## src/tld_params.svh

```systemverilog
// Opcodes, widths and reset values for the timer load instruction decoder.
// Assumes inclusion by bare name from the package and the design file.
`ifndef TLD_PARAMS_SVH
`define TLD_PARAMS_SVH
`define TLD_OP_W 10
`define TLD_OP_LOAD_T2 10'h231
`define TLD_OP_LOAD_T3 10'h232
`define TLD_OP_LOAD_T4 10'h233
`define TLD_OP_LOAD_RL4H 10'h237
`define TLD_NIB_W 4
`define TLD_BYTE_W 8
`define TLD_RST_BYTE 8'h00
`endif

```

## src/tld_pkg.sv

```systemverilog
// Types shared by the timer load instruction decoder.
// Assumes tld_params.svh is on the include path.
`include "tld_params.svh"
package tld_pkg;
  typedef enum logic [2:0] {
    op_none,
    load_second_timer_op,
    load_third_timer_op,
    load_fourth_timer_op,
    load_fourth_reload_high_op
  } tld_op_t;
endpackage : tld_pkg

```

## src/timer_reload_load_instructions.sv

```systemverilog
// Decoder and executor of four single-cycle timer load instructions.
// Assumes the CPU core presents one opcode with a valid strobe per instruction cycle.
// Contract
// - Opcode 1000110001 loads timer 2; one word, one cycle.
// - Timer 2 load: B to upper nibble, A to lower, timer and reload.
// - Opcode 1000110010 loads timer 3; one word, one cycle.
// - Timer 3 load: B to upper nibble, A to lower, timer and reload.
// - Opcode 1000110011 loads timer 4; one word, one cycle.
// - Timer 4 load: B upper, A lower into timer 4 and low reload.
// - Opcode 1000110111 writes B and A into timer 4 high reload only.
`include "tld_params.svh"
module timer_reload_load_instructions
  import tld_pkg::*;
(
  input wire logic clk_sys_i,
  input wire logic rst_n_i,
  input wire logic instr_valid_i,
  input wire logic [`TLD_OP_W-1:0] instr_i,
  input wire logic [`TLD_NIB_W-1:0] acc_i,
  input wire logic [`TLD_NIB_W-1:0] reg_b_i,
  output logic [`TLD_BYTE_W-1:0] timer2_load_o,
  output logic timer2_load_en_o,
  output logic [`TLD_BYTE_W-1:0] timer3_load_o,
  output logic timer3_load_en_o,
  output logic [`TLD_BYTE_W-1:0] timer4_load_o,
  output logic timer4_load_en_o,
  output logic [`TLD_BYTE_W-1:0] second_timer_reload_o,
  output logic [`TLD_BYTE_W-1:0] third_timer_reload_o,
  output logic [`TLD_BYTE_W-1:0] fourth_timer_reload_low_o,
  output logic [`TLD_BYTE_W-1:0] fourth_timer_reload_high_o,
  output logic hit_o,
  output logic carry_write_o,
  output logic skip_next_o
);

  typedef struct packed {
    logic [`TLD_BYTE_W-1:0] t2;
    logic t2_en;
    logic [`TLD_BYTE_W-1:0] t3;
    logic t3_en;
    logic [`TLD_BYTE_W-1:0] t4;
    logic t4_en;
    logic [`TLD_BYTE_W-1:0] rl2;
    logic [`TLD_BYTE_W-1:0] rl3;
    logic [`TLD_BYTE_W-1:0] rl4_lo;
    logic [`TLD_BYTE_W-1:0] rl4_hi;
    logic hit;
    logic carry;
    logic skip;
  } tld_state_t;

  tld_state_t st_r;
  tld_state_t st_nxt;
  tld_op_t op;
  logic [`TLD_BYTE_W-1:0] ba;

  function automatic tld_op_t decode(input logic [`TLD_OP_W-1:0] code);
    tld_op_t res;
    res = op_none;
    if (code == `TLD_OP_LOAD_T2) begin
      res = load_second_timer_op;
    end else if (code == `TLD_OP_LOAD_T3) begin
      res = load_third_timer_op;
    end else if (code == `TLD_OP_LOAD_T4) begin
      res = load_fourth_timer_op;
    end else if (code == `TLD_OP_LOAD_RL4H) begin
      res = load_fourth_reload_high_op;
    end
    return res;
  endfunction : decode

  always_comb begin
    op = instr_valid_i ? decode(instr_i) : op_none;
    ba = {reg_b_i, acc_i};
    st_nxt = st_r;
    st_nxt.t2_en = 1'b0;
    st_nxt.t3_en = 1'b0;
    st_nxt.t4_en = 1'b0;
    st_nxt.hit = (op != op_none);
    st_nxt.carry = 1'b0;
    st_nxt.skip = 1'b0;
    unique case (op)
      op_none: begin
      end
      load_second_timer_op: begin
        st_nxt.t2 = ba;
        st_nxt.rl2 = ba;
        st_nxt.t2_en = 1'b1;
      end
      load_third_timer_op: begin
        st_nxt.t3 = ba;
        st_nxt.rl3 = ba;
        st_nxt.t3_en = 1'b1;
      end
      load_fourth_timer_op: begin
        st_nxt.t4 = ba;
        st_nxt.rl4_lo = ba;
        st_nxt.t4_en = 1'b1;
      end
      load_fourth_reload_high_op: begin
        st_nxt.rl4_hi = ba;
      end
    endcase
  end

  // Every write lands at the single edge closing the execution cycle.
  always_ff @(posedge clk_sys_i) begin
    if (!rst_n_i) begin
      st_r <= '0;
      st_r.t2 <= `TLD_RST_BYTE;
      st_r.t3 <= `TLD_RST_BYTE;
      st_r.t4 <= `TLD_RST_BYTE;
      st_r.rl2 <= `TLD_RST_BYTE;
      st_r.rl3 <= `TLD_RST_BYTE;
      st_r.rl4_lo <= `TLD_RST_BYTE;
      st_r.rl4_hi <= `TLD_RST_BYTE;
    end else begin
      st_r <= st_nxt;
    end
  end

  assign timer2_load_o = st_r.t2;
  assign timer2_load_en_o = st_r.t2_en;
  assign timer3_load_o = st_r.t3;
  assign timer3_load_en_o = st_r.t3_en;
  assign timer4_load_o = st_r.t4;
  assign timer4_load_en_o = st_r.t4_en;
  assign second_timer_reload_o = st_r.rl2;
  assign third_timer_reload_o = st_r.rl3;
  assign fourth_timer_reload_low_o = st_r.rl4_lo;
  assign fourth_timer_reload_high_o = st_r.rl4_hi;
  assign hit_o = st_r.hit;
  assign carry_write_o = st_r.carry;
  assign skip_next_o = st_r.skip;

  property p_t2_opcode;
    @(posedge clk_sys_i) disable iff (!rst_n_i)
      instr_valid_i && instr_i == 10'h231 |=> timer2_load_en_o && hit_o;
  endproperty
  a_t2_opcode: assert property (p_t2_opcode) else $error("timer 2 opcode not taken");

  property p_t2_data;
    @(posedge clk_sys_i) disable iff (!rst_n_i)
      instr_valid_i && instr_i == 10'h231 |=>
        timer2_load_o == {$past(reg_b_i), $past(acc_i)} && second_timer_reload_o == timer2_load_o;
  endproperty
  a_t2_data: assert property (p_t2_data) else $error("timer 2 data wrong");

  property p_t3_opcode;
    @(posedge clk_sys_i) disable iff (!rst_n_i)
      timer3_load_en_o |-> $past(instr_valid_i) && $past(instr_i) == 10'h232;
  endproperty
  a_t3_opcode: assert property (p_t3_opcode) else $error("timer 3 load without opcode");

  property p_t3_data;
    @(posedge clk_sys_i) disable iff (!rst_n_i)
      instr_valid_i && instr_i == 10'h232 |=>
        third_timer_reload_o == {$past(reg_b_i), $past(acc_i)} && timer3_load_o == third_timer_reload_o;
  endproperty
  a_t3_data: assert property (p_t3_data) else $error("timer 3 data wrong");

  property p_t4_opcode;
    @(posedge clk_sys_i) disable iff (!rst_n_i)
      instr_valid_i && instr_i == 10'h233 |=> timer4_load_en_o
        ##1 (timer4_load_en_o == ($past(instr_valid_i) && $past(instr_i) == 10'h233));
  endproperty
  a_t4_opcode: assert property (p_t4_opcode) else $error("timer 4 strobe wrong");

  property p_t4_data;
    @(posedge clk_sys_i) disable iff (!rst_n_i)
      instr_valid_i && instr_i == 10'h233 |=>
        fourth_timer_reload_low_o == {$past(reg_b_i), $past(acc_i)} && $stable(fourth_timer_reload_high_o);
  endproperty
  a_t4_data: assert property (p_t4_data) else $error("timer 4 low reload wrong");

  property p_r4h;
    @(posedge clk_sys_i) disable iff (!rst_n_i)
      instr_valid_i && instr_i == 10'h237 |=>
        fourth_timer_reload_high_o == {$past(reg_b_i), $past(acc_i)} && !timer4_load_en_o
        && $stable(fourth_timer_reload_low_o);
  endproperty
  a_r4h: assert property (p_r4h) else $error("high reload write wrong");

  property p_no_side;
    @(posedge clk_sys_i) disable iff (!rst_n_i)
      hit_o |-> !carry_write_o && !skip_next_o;
  endproperty
  a_no_side: assert property (p_no_side) else $error("carry or skip touched");

  property p_hold;
    @(posedge clk_sys_i) disable iff (!rst_n_i)
      !instr_valid_i |=> !hit_o && $stable(second_timer_reload_o) && $stable(fourth_timer_reload_high_o);
  endproperty
  a_hold: assert property (p_hold) else $error("state changed without instruction");

  // Any other opcode must leave every byte untouched and every strobe low.
  property p_refused;
    @(posedge clk_sys_i) disable iff (!rst_n_i)
      instr_valid_i && !(instr_i inside {10'h231, 10'h232, 10'h233, 10'h237}) |=> !hit_o
        && !timer2_load_en_o && !timer3_load_en_o && !timer4_load_en_o
        && $stable({timer2_load_o, timer3_load_o, timer4_load_o, second_timer_reload_o})
        && $stable({third_timer_reload_o, fourth_timer_reload_low_o, fourth_timer_reload_high_o});
  endproperty
  a_refused: assert property (p_refused) else $error("unknown opcode changed state");

  property p_hit_src;
    @(posedge clk_sys_i) disable iff (!rst_n_i)
      hit_o |-> $past(instr_valid_i) && ($past(instr_i) inside {10'h231, 10'h232, 10'h233, 10'h237});
  endproperty
  a_hit_src: assert property (p_hit_src) else $error("hit without a load opcode");

  property p_en_onehot;
    @(posedge clk_sys_i) disable iff (!rst_n_i)
      $onehot0({timer2_load_en_o, timer3_load_en_o, timer4_load_en_o})
        && (hit_o || !(timer2_load_en_o || timer3_load_en_o || timer4_load_en_o));
  endproperty
  a_en_onehot: assert property (p_en_onehot) else $error("load strobes not one hot");

  c_t2: cover property (@(posedge clk_sys_i) disable iff (!rst_n_i) timer2_load_en_o);
  c_t4_then_r4h: cover property (@(posedge clk_sys_i) disable iff (!rst_n_i)
    timer4_load_en_o ##1 (hit_o && !timer4_load_en_o));
  c_t3_back: cover property (@(posedge clk_sys_i) disable iff (!rst_n_i)
    timer3_load_en_o ##1 timer3_load_en_o);
  c_r4h_only: cover property (@(posedge clk_sys_i) disable iff (!rst_n_i)
    hit_o && !timer2_load_en_o && !timer3_load_en_o && !timer4_load_en_o);

endmodule : timer_reload_load_instructions

```

## config.mk

```make
export PLATFORM = sky130hd
export DESIGN_NAME = timer_reload_load_instructions
export DESIGN_NICKNAME = d
export VERILOG_FILES = /design/src/tld_pkg.sv /design/src/timer_reload_load_instructions.sv
export VERILOG_INCLUDE_DIRS = /design/src
export SDC_FILE = /design/constraint.sdc
export NUM_CORES = 1
export LEC_CHECK = 0
export BUFFER_PORTS_ARGS = -buffer_cell sky130_fd_sc_hd__buf_2
export CAP_MARGIN = 20
export CORE_MARGIN = 2
export CORE_UTILIZATION = 44
export CTS_BUF_LIST = sky130_fd_sc_hd__clkbuf_16
export DETAILED_ROUTE_END_ITERATION = 10
export PLACE_DENSITY = 0.89
export SLEW_MARGIN = 20
export SYNTH_ARGS = -nofsm -noshare
export SYNTH_HDL_FRONTEND = slang
export SYNTH_SLANG_ARGS = --single-unit
```

## constraint.sdc

```tcl
create_clock -name clk_sys_i -period 1.5 [get_ports clk_sys_i]
set_input_delay 0.075 -clock clk_sys_i [delete_from_list [all_inputs] [get_ports clk_sys_i]]
set_output_delay 0.075 -clock clk_sys_i [all_outputs]
set_load 0.01 [all_outputs]
```

==> metrics.csv <==
metric,value,unit
CP Launch Point,instr_i[6],
Peak Freq,915,MHz
hpwl dp,2.54,mm
post-route ant nets,0,
Synth Register Bits,36,
Initial Util,46.6,%
Resized cells post-CTS,0,
CP Launch Type,primary input,
Netlist Area Pre-Place,1590,sq um
via count,1272,
per-cell routed wire length,11.8,microns
boundary pin count,83,
Final #Nets,250,
first-pass GRT wire length,5.37,mm
post-route minimum period,1090,ps
total of max-cap violations,0,
vias in the first global route,1147,
initial antenna violation count,0,
Final Util,60.5,%
kind of critical path,primary input to register,
Leak Pwr,1.05,nW
pin count of the biggest net entering global routing,23,
antenna diode count,0,
HP Start,instr_i[3],
setup ws final,407,ps
postcts setup bufs,0,
Die Height,64.2,microns
"Seq/Total Area, Yosys",45.2,%
pwr/cell area,974,nW/um^2
"count leader, synth",nand2_1,
unrepaired setup endpoints after global routing,false,
Sink Count,36,
Worst Skew,0,ps
Fillers,313,
Die Outline Area,4120,sq um
register area,721,sq um
gpl congestion,0.756,
maximum root-to-sink buffer count,2,
Worst VDD drop,0.000652,V
syn_area_per_cell,9.83,sq um
Synth top cells by count,"nand2_1 (41), dfxtp_1 (36), mux2i_1 (32)",
CTS tree,done,
number of setup violations in the final report,0,
setup TNS,0,ps
Post-Synthesis Cells,162,
post-synth cell types,21,
Setup WS pre-CTS,131,ps
clk_lat worst skew,270,ps
Via density,4.61,
Root Buffer,clkbuf_16,
buffers added on ports,80,
Syn-to-layout area delta,29.7,%
Post-synth ARST share,0,%
HP Class,primary input to register,
footprint of the multi-input gates,651,sq um
share of layout cells above drive strength 1,44.8,%
CP required,1690,ps
Post-route DRC,0,
hold_ws,26.6,ps
Critical Path End Type,register,
crit share post-route,72.8,%
YS warnings,0,
CORE AREA,3420,sq um
top cell type's share of synthesized area,45.2,%
Total Power,0.00201,W
Crit path arrival time,1290,ps
outcome,"complete, no violations",
max-slew violations,0,
Post-CTS Hold Buffers,0,
Num CTS Buffers,5,
final hold violations,0,
DRT Pass-1 Iters,5,
initial DRC count,80,
Post-synth EDFFs,0,
post-synth top area cell,dfxtp_1,
CP max FO,5,
gr usage total,16.8,%
largest cells by area after synthesis,"dfxtp_1 (45%), mux2i_1 (20%), buf_4 (12%), nand2_1 (9.7%), nor4_4 (2.7%)",
"Clk pin slew, worst setup/hold paths",50,ps
ys flop type,dfxtp_1,
total wire length,3.27,mm
GRT Residual Overflow,0,
reg2reg start,second_timer_reload_o[3],
Die Span X,64.2,microns
Rows,21,
H-tree levels,2,
[cells in the final DEF (no fill, tap or decap), drive strengths merged]
cell type  instances
buf               92
nand2             41
dfxtp             36
mux2i             32
clkbuf             5
nor4               3
clkinv             3
inv                2
nor2               2
or3                2
nor3               2
conb               2
nand4bb            1
nand3b             1
or3b               1
nand2b             1
nand4b             1
or4                1
nor4b              1
a2111oi            1
[worst paths after layout]
path | slack [ps] | endpoint | depth (start not counted)
max | 410 | second_timer_reload_o[3] | 6
min | 30 | timer2_load_en_o | 2
max reg2reg | 870 | second_timer_reload_o[3] | 2
min reg2reg | 460 | fourth_timer_reload_high_o[6] | 2
[worst max-delay path: stages]
cell and delay [ps]:
buf_2 90, nand4bb_4 210, buf_4 180, nor4b_2 310, buf_4 220, mux2i_1 200
[state kept, by name, indices dropped and copies added, names as in the netlist]
name                        cells
hit_o                           1
second_timer_reload_o           8
third_timer_reload_o            8
timer2_load_en_o                1
timer3_load_en_o                1
timer4_load_en_o                1
fourth_timer_reload_high_o      8
fourth_timer_reload_low_o       8
[metal layers]
metal | track usage [%] | up-vias | share of wire (%)
met5 | 0 | - | 0
met4 | 5.59 | 0 | 0.92
met3 | 4.93 | 4 | 4.5
met2 | 29.6 | 40 | 52
met1 | 19.4 | 587 | 42
li1 | - | 641 | -
[cells by family (layout without fill, tap and decap cells)]
logic type | count (synthesis) | count (layout) | synth area share [%]
other cells | 1 | 2 | 0.235
flops | 36 | 36 | 45.2
compound gates | 1 | 1 | 0.550
buf+inv | 35 | 102 | 14.5
mux | 32 | 32 | 20.1
simple gates | 57 | 57 | 19.3
[final cells by class]
cell class,instances,share of cell area [%]
Inverter,2,0.363
Multi-Input combinational cell,92,31.5
Sequential cell,36,34.9
Tap cell,46,2.79
Clock inverter,3,0.666
Clock buffer,5,6.06
Timing Repair Buffer,92,23.7
[power by group]
group          leakage, nW  switching (W)  internal (W)
sequential           0.290    0.000000203      0.000957
combinational        0.692      0.0000577     0.0000388
clock               0.0710       0.000357      0.000602
total                 1.05       0.000415       0.00160
[metrics by stage]
stage | area, sq um | instances
3_3_place_gp | 1930 | 268
2_1_floorplan | 1600 | 163
6_report | 2070 | 276
3_5_place_dp | 1930 | 268
4_1_cts | 2070 | 276
5_1_grt | 2070 | 276
Note: power is estimated with default switching activity, not from simulation.
